<file path="src/timer16_consts.svh">
`ifndef TIMER16_CONSTS_SVH
`define TIMER16_CONSTS_SVH
// Counter limits
`define T16_BOTTOM 16'h0000
`define T16_MAX 16'hffff
`define T16_TOP_8BIT 16'h00ff
`define T16_TOP_9BIT 16'h01ff
`define T16_TOP_10BIT 16'h03ff
// Clock select value that stops the counter
`define T16_CS_STOP 3'h0
// Noise filter sample count
`define T16_FILT_LEN 4
// Byte locations on the CPU port
`define T16_LOC_CNT_L 3'h0
`define T16_LOC_CNT_H 3'h1
`define T16_LOC_CAP_L 3'h2
`define T16_LOC_CAP_H 3'h3
`define T16_LOC_CMPA_L 3'h4
`define T16_LOC_CMPA_H 3'h5
`define T16_LOC_CMPB_L 3'h6
`define T16_LOC_CMPB_H 3'h7
`endif

</file>
<file path="src/timer16_pkg.sv">
`default_nettype none
package timer16_pkg;
  // Byte access request from the CPU
  typedef struct packed {
    logic rd;
    logic wr;
    logic [2:0] loc;
    logic [7:0] wdata;
  } cpu_req_t;
  // Counting sequence derived from the mode field
  typedef enum logic [1:0] {
    seq_up,
    seq_up_clear,
    seq_updown
  } seq_kind_t;
  // Source that defines the top of the sequence
  typedef enum logic [2:0] {
    top_max,
    top_8bit,
    top_9bit,
    top_10bit,
    top_cmpa,
    top_cap
  } top_src_t;
  typedef struct packed {
    seq_kind_t kind;
    top_src_t top;
    logic ovf_at_bottom;
  } mode_dec_t;
endpackage : timer16_pkg
`default_nettype wire

</file>
<file path="src/timer16_sync.sv">
`timescale 1ns/100ps
`default_nettype none
// Two flip-flop synchroniser for one asynchronous level
module timer16_sync (
  input wire logic i_ref_clk,
  input wire logic i_rst_b,
  input wire logic i_async,
  output logic o_sync
);
  logic meta_q; // First stage, read only by second stage
  logic sync_q; // Second stage
  // Register both stages
  always_ff @(posedge i_ref_clk or negedge i_rst_b) begin
    if (!i_rst_b) begin
      meta_q <= 1'b0;
      sync_q <= 1'b0;
    end else begin
      meta_q <= i_async;
      sync_q <= meta_q;
    end
  end
  assign o_sync = sync_q;
endmodule : timer16_sync
`default_nettype wire

</file>
<file path="src/timer16_filter.sv">
`timescale 1ns/100ps
`default_nettype none
`include "timer16_consts.svh"
// Noise filter: output follows input after LEN equal samples
module timer16_filter #(
  parameter int LEN = `T16_FILT_LEN
) (
  input wire logic i_ref_clk,
  input wire logic i_rst_b,
  input wire logic i_in,
  output logic o_out
);
  logic [LEN-2:0] hist_q; // Previous samples
  logic [LEN-2:0] hist_d;
  logic [LEN-1:0] win; // Previous samples with the current one
  logic out_q; // Filtered level
  logic out_d;
  // Judge the current sample with the stored ones, so the delay is LEN
  always_comb begin
    win = {hist_q, i_in};
    hist_d = win[LEN-2:0];
    out_d = out_q;
    if (&win) begin
      out_d = 1'b1;
    end else if (~|win) begin
      out_d = 1'b0;
    end
  end
  // Register filter state
  always_ff @(posedge i_ref_clk or negedge i_rst_b) begin
    if (!i_rst_b) begin
      hist_q <= '0;
      out_q <= 1'b0;
    end else begin
      hist_q <= hist_d;
      out_q <= out_d;
    end
  end
  assign o_out = out_q;
endmodule : timer16_filter
`default_nettype wire

</file>
<file path="src/timer16_counter_input_capture.sv">
// Summary of operation
// - Clock select zero stops the counter
// - Timer tick counts up, down or clears
// - Clear zeroes counter; flag bottom and top
// - High-byte write reaches only shared latch
// - Counter or capture low read fills latch; low write commits
// - Counter accessible whether ticking or not
// - CPU write beats clear or count
// - Four-bit mode field picks the sequence
// - Overflow flag set per mode, interrupts
// - Selected edge copies counter to capture
// - Capture flag set with copy; interrupt
// - Flag clears on service or written one
// - Capture read low first, high via latch
// - Capture writable only in capture-top modes
// - Select bit switches trigger to comparator
// - Filter output changes after four agreements
// - Filter enable adds four system cycles
// - Captures suppressed when capture sets top
// - New capture overwrites unread value
// - Pin level captured even when self-driven
// - One latch shared by all wide registers
// - Compare reads bypass the shared latch
`timescale 1ns/100ps
`default_nettype none
`include "timer16_consts.svh"
module timer16_counter_input_capture #(
  parameter int WIDTH = 16
) (
  input wire logic i_ref_clk,
  input wire logic i_rst_b,
  input wire timer16_pkg::cpu_req_t i_cpu, // Byte access
  input wire logic [2:0] i_clock_select_field,
  input wire logic [3:0] i_wave_mode_field, // Bits 1:0 in A, 3:2 in B
  input wire logic i_timer_tick, // Prescaled tick, same clock
  input wire logic i_noise_filter_enable,
  input wire logic i_capture_edge_rising,
  input wire logic i_comparator_capture_select,
  input wire logic i_capture_irq_enable,
  input wire logic i_overflow_irq_enable,
  input wire logic i_capture_irq_ack, // Capture vector serviced
  input wire logic i_overflow_irq_ack, // Overflow vector serviced
  input wire logic i_capture_flag_w1c,
  input wire logic i_overflow_flag_w1c,
  input wire logic i_capture_pin,
  input wire logic i_comparator_output,
  output logic [7:0] o_rdata,
  output logic [WIDTH-1:0] o_count_value,
  output logic o_bottom,
  output logic o_top,
  output logic o_capture_flag,
  output logic o_overflow_flag,
  output logic o_capture_irq,
  output logic o_overflow_irq
);
  // Decode the counting sequence from the mode field
  function automatic timer16_pkg::mode_dec_t dec_mode(
    input logic [3:0] m
  );
    timer16_pkg::mode_dec_t r;
    r.kind = timer16_pkg::seq_up;
    r.top = timer16_pkg::top_max;
    r.ovf_at_bottom = 1'b0;
    unique case (m)
      4'h0: r.top = timer16_pkg::top_max;
      4'h1: begin
        r.kind = timer16_pkg::seq_updown;
        r.top = timer16_pkg::top_8bit;
      end
      4'h2: begin
        r.kind = timer16_pkg::seq_updown;
        r.top = timer16_pkg::top_9bit;
      end
      4'h3: begin
        r.kind = timer16_pkg::seq_updown;
        r.top = timer16_pkg::top_10bit;
      end
      4'h4: begin
        r.kind = timer16_pkg::seq_up_clear;
        r.top = timer16_pkg::top_cmpa;
      end
      4'h5: r.top = timer16_pkg::top_8bit;
      4'h6: r.top = timer16_pkg::top_9bit;
      4'h7: r.top = timer16_pkg::top_10bit;
      4'h8: begin
        r.kind = timer16_pkg::seq_updown;
        r.top = timer16_pkg::top_cap;
        r.ovf_at_bottom = 1'b1;
      end
      4'h9: begin
        r.kind = timer16_pkg::seq_updown;
        r.top = timer16_pkg::top_cmpa;
        r.ovf_at_bottom = 1'b1;
      end
      4'ha: begin
        r.kind = timer16_pkg::seq_updown;
        r.top = timer16_pkg::top_cap;
      end
      4'hb: begin
        r.kind = timer16_pkg::seq_updown;
        r.top = timer16_pkg::top_cmpa;
      end
      4'hc: begin
        r.kind = timer16_pkg::seq_up_clear;
        r.top = timer16_pkg::top_cap;
      end
      4'hd: r.top = timer16_pkg::top_max; // Reserved, runs as normal
      4'he: r.top = timer16_pkg::top_cap;
      4'hf: r.top = timer16_pkg::top_cmpa;
    endcase
    return r;
  endfunction : dec_mode

  timer16_pkg::mode_dec_t md;
  logic [WIDTH-1:0] top_val; // Current top of sequence
  logic cap_is_top; // Capture register defines top
  logic trig_raw; // Synchronised selected trigger
  logic trig_filt; // Filtered trigger
  logic trig_sel; // Level into edge detector
  logic pin_sync;
  logic cmp_sync;
  logic trig_prev_q; // Edge detector history
  logic trig_prev_d;
  logic capture; // Capture event this cycle
  logic tick; // Active timer tick
  logic wr_cnt_lo; // CPU commit of counter
  logic wr_cap_lo; // CPU commit of capture register
  logic [WIDTH-1:0] cnt_q;
  logic [WIDTH-1:0] cnt_d;
  logic [WIDTH-1:0] cap_q;
  logic [WIDTH-1:0] cap_d;
  logic [WIDTH-1:0] cmpa_q;
  logic [WIDTH-1:0] cmpa_d;
  logic [WIDTH-1:0] cmpb_q;
  logic [WIDTH-1:0] cmpb_d;
  logic [7:0] latch_q; // Shared high-byte latch
  logic [7:0] latch_d;
  logic down_q; // Direction, one counts down
  logic down_d;
  logic [7:0] rdata_q;
  logic [7:0] rdata_d;
  logic capf_q;
  logic capf_d;
  logic ovf_q;
  logic ovf_d;
  logic bot_q;
  logic bot_d;
  logic topf_q;
  logic topf_d;

  // Synchronise both trigger sources
  timer16_sync u_sync_pin (
    .i_ref_clk(i_ref_clk),
    .i_rst_b(i_rst_b),
    .i_async(i_capture_pin),
    .o_sync(pin_sync)
  );
  timer16_sync u_sync_cmp (
    .i_ref_clk(i_ref_clk),
    .i_rst_b(i_rst_b),
    .i_async(i_comparator_output),
    .o_sync(cmp_sync)
  );
  // Source selection
  assign trig_raw = i_comparator_capture_select ? cmp_sync : pin_sync;
  timer16_filter #(.LEN(`T16_FILT_LEN)) u_filter (
    .i_ref_clk(i_ref_clk),
    .i_rst_b(i_rst_b),
    .i_in(trig_raw),
    .o_out(trig_filt)
  );

  // Mode decode, top value, tick gating and capture detection
  always_comb begin
    md = dec_mode(i_wave_mode_field);
    cap_is_top = (md.top == timer16_pkg::top_cap);
    unique case (md.top)
      timer16_pkg::top_8bit: top_val = `T16_TOP_8BIT;
      timer16_pkg::top_9bit: top_val = `T16_TOP_9BIT;
      timer16_pkg::top_10bit: top_val = `T16_TOP_10BIT;
      timer16_pkg::top_cmpa: top_val = cmpa_q;
      timer16_pkg::top_cap: top_val = cap_q;
      default: top_val = `T16_MAX;
    endcase
    tick = i_timer_tick && (i_clock_select_field != `T16_CS_STOP);
    trig_sel = i_noise_filter_enable ? trig_filt : trig_raw;
    trig_prev_d = trig_sel;
    capture = !cap_is_top &&
      (i_capture_edge_rising ? (trig_sel && !trig_prev_q)
                             : (!trig_sel && trig_prev_q));
    wr_cnt_lo = i_cpu.wr && !i_cpu.rd && (i_cpu.loc == `T16_LOC_CNT_L);
    wr_cap_lo = i_cpu.wr && (i_cpu.loc == `T16_LOC_CAP_L) && cap_is_top;
  end

  // Counter, direction and overflow sequencing
  always_comb begin
    cnt_d = cnt_q;
    down_d = down_q;
    // Clear first, so that a set further down in this process wins
    ovf_d = ovf_q && !(i_overflow_irq_ack || i_overflow_flag_w1c);
    if (tick) begin
      unique case (md.kind)
        timer16_pkg::seq_updown: begin
          if (!down_q && cnt_q >= top_val) begin
            down_d = 1'b1;
            cnt_d = cnt_q - 1'b1;
            if (!md.ovf_at_bottom) ovf_d = 1'b1;
          end else if (down_q && cnt_q == `T16_BOTTOM) begin
            down_d = 1'b0;
            cnt_d = cnt_q + 1'b1;
            if (md.ovf_at_bottom) ovf_d = 1'b1;
          end else begin
            cnt_d = down_q ? cnt_q - 1'b1 : cnt_q + 1'b1;
          end
        end
        timer16_pkg::seq_up_clear: begin
          down_d = 1'b0;
          if (cnt_q == top_val) cnt_d = `T16_BOTTOM;
          else cnt_d = cnt_q + 1'b1;
          if (cnt_q == `T16_MAX) ovf_d = 1'b1;
        end
        default: begin
          down_d = 1'b0;
          if (cnt_q >= top_val) begin
            cnt_d = `T16_BOTTOM;
            ovf_d = 1'b1;
          end else begin
            cnt_d = cnt_q + 1'b1;
          end
        end
      endcase
    end
    if (wr_cnt_lo) cnt_d = {latch_q, i_cpu.wdata};
    bot_d = (cnt_d == `T16_BOTTOM);
    topf_d = (cnt_d == top_val);
  end

  // CPU byte access, shared latch, capture and compare registers
  always_comb begin
    latch_d = latch_q;
    rdata_d = rdata_q;
    cap_d = cap_q;
    cmpa_d = cmpa_q;
    cmpb_d = cmpb_q;
    capf_d = capf_q;
    if (i_capture_irq_ack || i_capture_flag_w1c) capf_d = 1'b0;
    if (capture) begin
      cap_d = cnt_q;
      capf_d = 1'b1;
    end
    if (i_cpu.rd) begin
      unique case (i_cpu.loc)
        `T16_LOC_CNT_L: begin
          rdata_d = cnt_q[7:0];
          latch_d = cnt_q[15:8];
        end
        `T16_LOC_CAP_L: begin
          rdata_d = cap_q[7:0];
          latch_d = cap_q[15:8];
        end
        `T16_LOC_CMPA_L: rdata_d = cmpa_q[7:0];
        `T16_LOC_CMPA_H: rdata_d = cmpa_q[15:8];
        `T16_LOC_CMPB_L: rdata_d = cmpb_q[7:0];
        `T16_LOC_CMPB_H: rdata_d = cmpb_q[15:8];
        default: rdata_d = latch_q;
      endcase
    end else if (i_cpu.wr) begin
      unique case (i_cpu.loc)
        `T16_LOC_CNT_H,
        `T16_LOC_CAP_H,
        `T16_LOC_CMPA_H,
        `T16_LOC_CMPB_H: latch_d = i_cpu.wdata;
        `T16_LOC_CMPA_L: cmpa_d = {latch_q, i_cpu.wdata};
        `T16_LOC_CMPB_L: cmpb_d = {latch_q, i_cpu.wdata};
        `T16_LOC_CAP_L: if (wr_cap_lo) cap_d = {latch_q, i_cpu.wdata};
        default: ;
      endcase
    end
  end

  // Register all state except the interrupt requests
  always_ff @(posedge i_ref_clk or negedge i_rst_b) begin
    if (!i_rst_b) begin
      cnt_q <= '0;
      cap_q <= '0;
      cmpa_q <= '0;
      cmpb_q <= '0;
      latch_q <= 8'h00;
      down_q <= 1'b0;
      rdata_q <= 8'h00;
      capf_q <= 1'b0;
      ovf_q <= 1'b0;
      bot_q <= 1'b1;
      topf_q <= 1'b0;
      trig_prev_q <= 1'b0;
    end else begin
      cnt_q <= cnt_d;
      cap_q <= cap_d;
      cmpa_q <= cmpa_d;
      cmpb_q <= cmpb_d;
      latch_q <= latch_d;
      down_q <= down_d;
      rdata_q <= rdata_d;
      capf_q <= capf_d;
      ovf_q <= ovf_d;
      bot_q <= bot_d;
      topf_q <= topf_d;
      trig_prev_q <= trig_prev_d;
    end
  end

  // Interrupt requests registered so outputs come from flip-flops
  logic capirq_q;
  logic ovfirq_q;
  always_ff @(posedge i_ref_clk or negedge i_rst_b) begin
    if (!i_rst_b) begin
      capirq_q <= 1'b0;
      ovfirq_q <= 1'b0;
    end else begin
      capirq_q <= capf_d && i_capture_irq_enable;
      ovfirq_q <= ovf_d && i_overflow_irq_enable;
    end
  end

  assign o_rdata = rdata_q;
  assign o_count_value = cnt_q;
  assign o_bottom = bot_q;
  assign o_top = topf_q;
  assign o_capture_flag = capf_q;
  assign o_overflow_flag = ovf_q;
  assign o_capture_irq = capirq_q;
  assign o_overflow_irq = ovfirq_q;
endmodule : timer16_counter_input_capture
`default_nettype wire

</file>
<file path="config.mk">
export PLATFORM = sky130hd
export DESIGN_NAME = timer16_counter_input_capture
export DESIGN_NICKNAME = d
export VERILOG_FILES = /design/src/timer16_pkg.sv /design/src/timer16_sync.sv /design/src/timer16_filter.sv /design/src/timer16_counter_input_capture.sv
export VERILOG_INCLUDE_DIRS = /design/src
export SDC_FILE = /design/constraint.sdc
export NUM_CORES = 1
export LEC_CHECK = 0
export BUFFER_PORTS_ARGS = -buffer_cell sky130_fd_sc_hd__buf_4
export CELL_PAD_IN_SITES_DETAIL_PLACEMENT = 1
export CELL_PAD_IN_SITES_GLOBAL_PLACEMENT = 2
export CORE_MARGIN = 5
export CORE_UTILIZATION = 42
export CTS_BUF_LIST = sky130_fd_sc_hd__clkbuf_4 sky130_fd_sc_hd__clkbuf_8
export DETAILED_ROUTE_END_ITERATION = 6
export MAX_ROUTING_LAYER = met4
export PLACE_DENSITY = 0.93
export SLEW_MARGIN = 30
export SYNTH_ARGS = -nofsm -noshare
export SYNTH_HDL_FRONTEND = slang
export SYNTH_SLANG_ARGS = --single-unit
</file>
<file path="constraint.sdc">
create_clock -name i_ref_clk -period 10.7 [get_ports i_ref_clk]
set_clock_uncertainty 0.15 [all_clocks]
set_input_delay 1.07 -clock i_ref_clk [delete_from_list [all_inputs] [get_ports i_ref_clk]]
set_output_delay 1.07 -clock i_ref_clk [all_outputs]
set_load 0.01 [all_outputs]
</file>
# [Yosys cells after proc, flatten, opt, wreduce, memory -nomap -nowiden]
# Index checks and enable logic that the tools add are counted.
[word_totals] regBits=96 inputBits=34 out_inout_bits=30 wordCells=143
[op_classes] addsub=2 order_cmp=1 n_eq_ne=35 muxes=40 bitwise=1 reduce_logical=44
[op_table] cell="$mux 16" n=12
[op_table] cell="$pmux 16 s5" n=1
[op_table] cell="$pmux 8 s6" n=1
[op_table] cell="$eq 16x16->1" n=2
[op_table] cell="$eq 4x4->1 const B" n=8
[op_table] cell="$logic_not 16->1" n=2
[op_table] cell="$pmux 16 s2" n=1
[op_table] cell="$mux 8" n=3
[op_table] cell="$eq 3x3->1 const B" n=6
[op_table] cell="$mux 1" n=18
[op_table] cell="$pmux 3 s6" n=1
[op_table] cell="$add 16x1->16 const B" n=1
[op_table] cell="$eq 16x16->1 const B" n=1
[op_table] cell="$eq 4x3->1 const B" n=4
[op_table] cell="$ge 16x16->1" n=1
[op_table] cell="$pmux 8 s2" n=1
[op_table] cell="$reduce_or 4->1" n=4
[op_table] cell="$sub 16x1->16 const B" n=1
[op_table] cell="$logic_and 1x1->1" n=13
[op_table] cell="$eq 3x2->1 const B" n=4
[op_table] cell="$reduce_or 2->1" n=6
[op_table] cell="$reduce_and 3->1" n=3
[op_table] cell="$eq 4x2->1 const B" n=2
[op_table] cell="$reduce_or 7->1" n=1
[op_table] cell="other kinds (18)" n=26

# [Depth between registers and ports, before layout]
[depth] word_depth=12 mapped_depth=23 ltp_nobuf=20

# [Hierarchy]
# From an unflattened synthesis, not the netlist that was laid out.
[unflattened] hier_cells=760 hier_area_um2=6842.8
[modules_own_cells] module="timer16_counter_input_capture" n_inst=1 cells_each=749 area_each_um2=6616.3 seq_area_each_um2=2203.4
[modules_own_cells] module="timer16_filter" n_inst=1 cells_each=7 area_each_um2=126.4 seq_area_each_um2=100.1
[modules_own_cells] module="timer16_sync" n_inst=2 cells_each=2 area_each_um2=50.0 seq_area_each_um2=50.0

# [Worst setup path after synthesis]
# No wires, ideal clock.
[synth_timing] kind="input port to flip-flop" from="input i_wave_mode_field[0]" to="register topf_q (netlist: o_top)" setup_ps=96 t_arrival_ps=5888 required_ps=10454 setup_slack_ps=4566 path_stages=21 n_path_buf=2 cell_sequence="buf_2 -> inv_1 -> ha_1 -> buf_2 -> or3b_2 -> nand4_1 -> and2_1 -> o311ai_0 -> inv_1 -> ha_1 -> nand4_1 -> o41ai_1 -> nor3_1 -> a22oi_1 -> mux2i_1 -> a311oi_1 -> o2111ai_1 -> or4_1 -> a2111o_1 -> nand4b_1 -> nor4_2"
[synth_via] elab_chain_len=12
[synth_rtl] element="from (decl)" line="timer16_counter_input_capture.sv:34" source="input wire logic [3:0] i_wave_mode_field,"
[synth_rtl] element="$eq 4x4->1 (tied with other cells)" line="timer16_counter_input_capture.sv:64" source="unique case (m)"
[synth_rtl] element="$reduce_or 4->1 (no line) or $reduce_or 2->1 (tied branches)"
[synth_rtl] element="$pmux 3 s6" line="timer16_counter_input_capture.sv:64"
[synth_rtl] element="$eq 3x3->1 (tied with other cells)" line="timer16_counter_input_capture.sv:177" source="unique case (md.top)"
[synth_rtl] element="$pmux 16 s5" line="timer16_counter_input_capture.sv:177"
[synth_rtl] element="$ge 16x16->1" line="timer16_counter_input_capture.sv:204, timer16_counter_input_capture.sv:224"
[synth_rtl] element="$logic_and 1x1->1" line="timer16_counter_input_capture.sv:204" source="if (!down_q && cnt_q >= top_val) begin"
[synth_rtl] element="$mux 16" line="timer16_counter_input_capture.sv:204"
[synth_rtl] element="$pmux 16 s2" line="timer16_counter_input_capture.sv:202" source="unique case (md.kind)"
[synth_rtl] element="$mux 16" line="timer16_counter_input_capture.sv:201" source="if (tick) begin"
[synth_rtl] element="$mux 16" line="timer16_counter_input_capture.sv:233" source="if (wr_cnt_lo) cnt_d = {latch_q, i_cpu.wdata};"
[synth_rtl] element="$eq 16x16->1 (*)" line="timer16_counter_input_capture.sv:235" source="topf_d = (cnt_d == top_val);"
[synth_rtl] element="net topf_d" line="timer16_counter_input_capture.sv:149" source="logic topf_d;"
[synth_rtl] element="to (signal assigned)" line="timer16_counter_input_capture.sv:307" source="topf_q <= topf_d;"
[synth_rtl] element="to (decl)" line="timer16_counter_input_capture.sv:148" source="logic topf_q;"
# Mark *: on every way through the listed nets, which the timed path passes. The rest lies on a longest branch.
# A chain may end at the register's enable or synchronous reset.

# [Worst setup path after layout]
[layout_timing] from="input i_wave_mode_field[0]" to="register bot_q (netlist: o_bottom)"
[layout_via] elab_chain_len=12
[layout_rtl] element="$eq 4x4->1 (tied with other cells)" line="timer16_counter_input_capture.sv:64"
[layout_rtl] element="$reduce_or 4->1 (no line) or $reduce_or 2->1 (tied branches)"
[layout_rtl] element="$pmux 3 s6" line="timer16_counter_input_capture.sv:64"
[layout_rtl] element="$eq 3x3->1 (tied with other cells)" line="timer16_counter_input_capture.sv:177"
[layout_rtl] element="$pmux 16 s5" line="timer16_counter_input_capture.sv:177"
[layout_rtl] element="$ge 16x16->1" line="timer16_counter_input_capture.sv:204, timer16_counter_input_capture.sv:224"
[layout_rtl] element="$logic_and 1x1->1" line="timer16_counter_input_capture.sv:204"
[layout_rtl] element="$mux 16" line="timer16_counter_input_capture.sv:204"
[layout_rtl] element="$pmux 16 s2 (*)" line="timer16_counter_input_capture.sv:202"
[layout_rtl] element="$mux 16 (*)" line="timer16_counter_input_capture.sv:201"
[layout_rtl] element="$mux 16 (*)" line="timer16_counter_input_capture.sv:233"
[layout_rtl] element="$logic_not 16->1 (no line) (*)"
[layout_rtl] element="net bot_d" line="timer16_counter_input_capture.sv:147" source="logic bot_d;"
[layout_rtl] element="to (signal assigned)" line="timer16_counter_input_capture.sv:306" source="bot_q <= bot_d;"
[layout_rtl] element="to (decl)" line="timer16_counter_input_capture.sv:146" source="logic bot_q;"
# Marks and branches as above.

==> flow_metrics.env <==
export IMPL_mappedNetlistArea_um2=7000
export IMPL_ir_drop_v=0.000112
export IMPL_route_detailed_vias_per_inst=6.58
export IMPL_tightest_slew_ns=0.952
export IMPL_core_area_um2=16500
export IMPL_cts_tree="done"
export IMPL_ys_seq_elements=96
export IMPL_timing_final_crit_share_pct=64.7
export IMPL_gp_congestion=0.953
export IMPL_insertion_delay_ns=0.39
export IMPL_startpoint_type="primary input"
export IMPL_arrival_ns=7.08
export IMPL_slew_viol_final=0
export IMPL_num_antenna_cells=0
export IMPL_run_status="finished clean"
export IMPL_cts_max_level=3
export IMPL_drive_gt1_share_pct=20.6
export IMPL_crit_required_ns=10.85
export IMPL_clockBufferDepth=2
export IMPL_grt_pass1_vias=7113
export IMPL_postCtsHoldBufs=0
export IMPL_cts_buffers_inserted=9
export IMPL_fin_tns_setup_ns=0
export IMPL_syn_avg_cell_area_um2=8.95
export IMPL_nets=868
export IMPL_synthArstFlopShare_pct=100
export IMPL_area_growth_syn_to_layout_pct=11.6
export IMPL_p_per_area_nw_per_um2=218
export IMPL_drt_total_wl_um=28000
export IMPL_synthCells=782
export IMPL_drc=0
export IMPL_grt_ovfl_total=0
export IMPL_die_area_um2=19300
export IMPL_die_w_um=139
export IMPL_p_leak_nw=3.22
export IMPL_fmax_mhz=144
export IMPL_finalSetupViolCount=0
export IMPL_grt_max_degree=71
export IMPL_syn_num_nets=838
export IMPL_antenna_left=0
export IMPL_drtIter0Drc=416
export IMPL_hold_ws_ns=0.218
export IMPL_ioPinCount=64
export IMPL_post_cts_buffers=0
export IMPL_io_buffer_count=63
export IMPL_yosys_warnings=0
export IMPL_cap_violations=0
export IMPL_drtPass1Iterations=5
export IMPL_path_class="in2reg"
export IMPL_rsz0062_at_grt="false"
export IMPL_period_minus_slack_ns=6.92
export IMPL_rows=47
export IMPL_root_buffer="clkbuf_8"
export IMPL_vias=6822
export IMPL_fin_util_pct=47.5
export IMPL_grt_usage_pct=29.6
export IMPL_clk_pin_slew_ns=0.11
export IMPL_synth_ff_type="dfrtp_1"
export IMPL_ys_seq_area_share_pct=34.3
export IMPL_clock_sinks=96
export IMPL_synth_cell_types=81
export IMPL_slew_headroom_pct=36.1
export IMPL_dp_final_hpwl_um=21300
export IMPL_hp_class="reg2reg"
export IMPL_grt_pass1_wl_um=43400
export IMPL_crit_path_max_fanout=12
export IMPL_die_y_um=139
export IMPL_initial_core_util_pct=42.5
export IMPL_critPathCaptureType="flip-flop"
export IMPL_synth_edf_count=0
export IMPL_antenna_found_initial=0
export IMPL_hold_viol=0
export IMPL_wl_per_cell_um=27.0
export IMPL_cts_repair_resize_count=0
==> stage by stage <==
step	setup WS [ns]	cell area, µm²	power [W]	instances
floorplan	4.57	7000	0.00110	782
global placement	3.18	7600	0.00141	1021
detailed placement	3.48	7620	0.00145	1021
CTS	3.85	7810	0.00169	1037
global route	3.48	7810	0.00179	1037
finish	3.78	7810	0.00170	1037
==> cell usage after synthesis, types with 4 or more instances <==
library cell | number | area, µm²
nor4_1 | 7 | 43.8
xnor2_1 | 11 | 96.3
xor2_1 | 7 | 61.3
a21oi_1 | 55 | 275
o221ai_1 | 12 | 105
a31oi_1 | 6 | 37.5
mux2_2 | 47 | 529
mux2i_1 | 42 | 420
o211ai_1 | 14 | 105
a211oi_1 | 6 | 45.0
clkbuf_1 | 37 | 139
nand4_1 | 9 | 56.3
nor2_1 | 62 | 233
nand2b_1 | 8 | 50.1
o22ai_1 | 12 | 75.1
and2_1 | 7 | 43.8
nor2b_1 | 8 | 50.1
o31ai_1 | 6 | 45.0
dfrtp_1 | 95 | 2380
nand2_1 | 63 | 236
nand3_1 | 21 | 105
o41ai_1 | 4 | 35.0
a221oi_1 | 11 | 96.3
nor3_1 | 19 | 95.1
ha_1 | 22 | 275
a22oi_1 | 7 | 52.6
nor3b_1 | 8 | 60.1
inv_1 | 27 | 101
a21o_1 | 8 | 60.1
buf_2 | 12 | 60.1
or3_1 | 5 | 31.3
o21ai_0 | 46 | 230
and3_1 | 5 | 31.3
==> critical path, stage by stage <==
cell and delay [ns]:
buf_4 0.13, inv_1 0.07, ha_1 0.46, or3b_2 0.19
nand4_1 0.14, and2_1 0.22, nor3_1 0.61, a221o_1 0.40
inv_1 0.13, ha_1 0.33, nand4_1 0.16, a2111o_1 0.40
and4_1 0.40, a21oi_1 0.65, a21oi_1 0.15, a21o_1 0.24
o221ai_1 0.20, or4b_1 0.47, or4_1 0.43, nor4_2 0.22
==> cell usage in the layout (no fill, tap or decap), types with 4 or more instances in the layout <==
master     n
inv_1     27
o31ai_1    5
nor2_1    61
or3_1      5
o22ai_1   12
clkbuf_8  11
o211ai_1  14
nand2_1   63
xor2_1     7
buf_4     72
mux2i_1   42
nor3_1    18
nor4_1     7
dfrtp_1   95
o21ai_0   46
o221ai_1  12
nor3b_1    8
nand4_1    9
mux2_2    47
nand3_1   21
a21oi_1   55
a211oi_1   6
a21o_1     8
and3_1     4
xnor2_1   11
nor2b_1    8
a22oi_1    7
and2_1     7
a31oi_1    6
a221oi_1  11
ha_1      22
nand2b_1   8
==> layout make-up <==
| cell class | count | area (µm²) |
|---|---|---|
| Timing Repair Buffer | 73 | 552 |
| Inverter | 28 | 105 |
| Clock inverter | 4 | 33.8 |
| Sequential cell | 96 | 2400 |
| Tap cell | 220 | 275 |
| Fill cell | 1932 | 8650 |
| Clock buffer | 12 | 159 |
| Multi-Input combinational cell | 604 | 4290 |
==> sequential cells by signal, summed over array words and instances, names as in the netlist <==
| signal | flops |
|---|---|
| u_sync_pin.o_sync | 1 |
| o_count_value | 16 |
| down_q | 1 |
| o_bottom | 1 |
| o_capture_irq | 1 |
| o_overflow_flag | 1 |
| o_capture_flag | 1 |
| u_filter.hist_q | 3 |
| trig_prev_q | 1 |
| cmpa_q | 16 |
| o_top | 1 |
| o_rdata | 8 |
| latch_q | 8 |
| cap_q | 16 |
| u_sync_pin.meta_q | 1 |
| o_overflow_irq | 1 |
| u_sync_cmp.o_sync | 1 |
| cmpb_q | 16 |
| u_sync_cmp.meta_q | 1 |
| u_filter.o_out | 1 |
==> routing by layer <==
layer | track usage (%) | up-vias | share of wire (%)
met5 | - | - | 0
met2 | 49.4 | 249 | 50
li1 | - | 3004 | -
met4 | 12.7 | 0 | 4.2
met3 | 3.34 | 70 | 4.5
met1 | 36.6 | 3499 | 41
==> power by group <==
group | internal (W) | switching [W]
sequential | 0.000473 | 0.000217
combinational | 0.000323 | 0.000445
clock | 0.000102 | 0.000143
total | 0.000898 | 0.000805
==> kinds of logic after synthesis <==
family,Yosys count,synth area share [%]
XOR/XNOR,18,2.25
flip-flops,96,34.3
adder cells (fa/ha/maj),22,3.93
AO/OA/AOI/OAI,229,22.5
multiplexers,92,14.4
buffers and inverters,82,4.83
AND/OR/NAND/NOR,243,17.7
==> worst paths after layout <==
check | to | start | depth (start not counted) | slack [ns]
min in group asynchronous | o_count_value[3] | i_rst_b | 1 | 0.44
max reg2reg | o_bottom | cap_q[7] | 13 | 5.55
min | u_sync_pin.o_sync | u_sync_pin.meta_q | 0 | 0.22
max in group asynchronous | cap_q[9] | i_rst_b | 2 | 8.97
min reg2reg | u_sync_pin.o_sync | u_sync_pin.meta_q | 0 | 0.22
max | o_bottom | i_wave_mode_field[0] | 20 | 3.78
No activity file was read; power rests on OpenSTA's default activity.
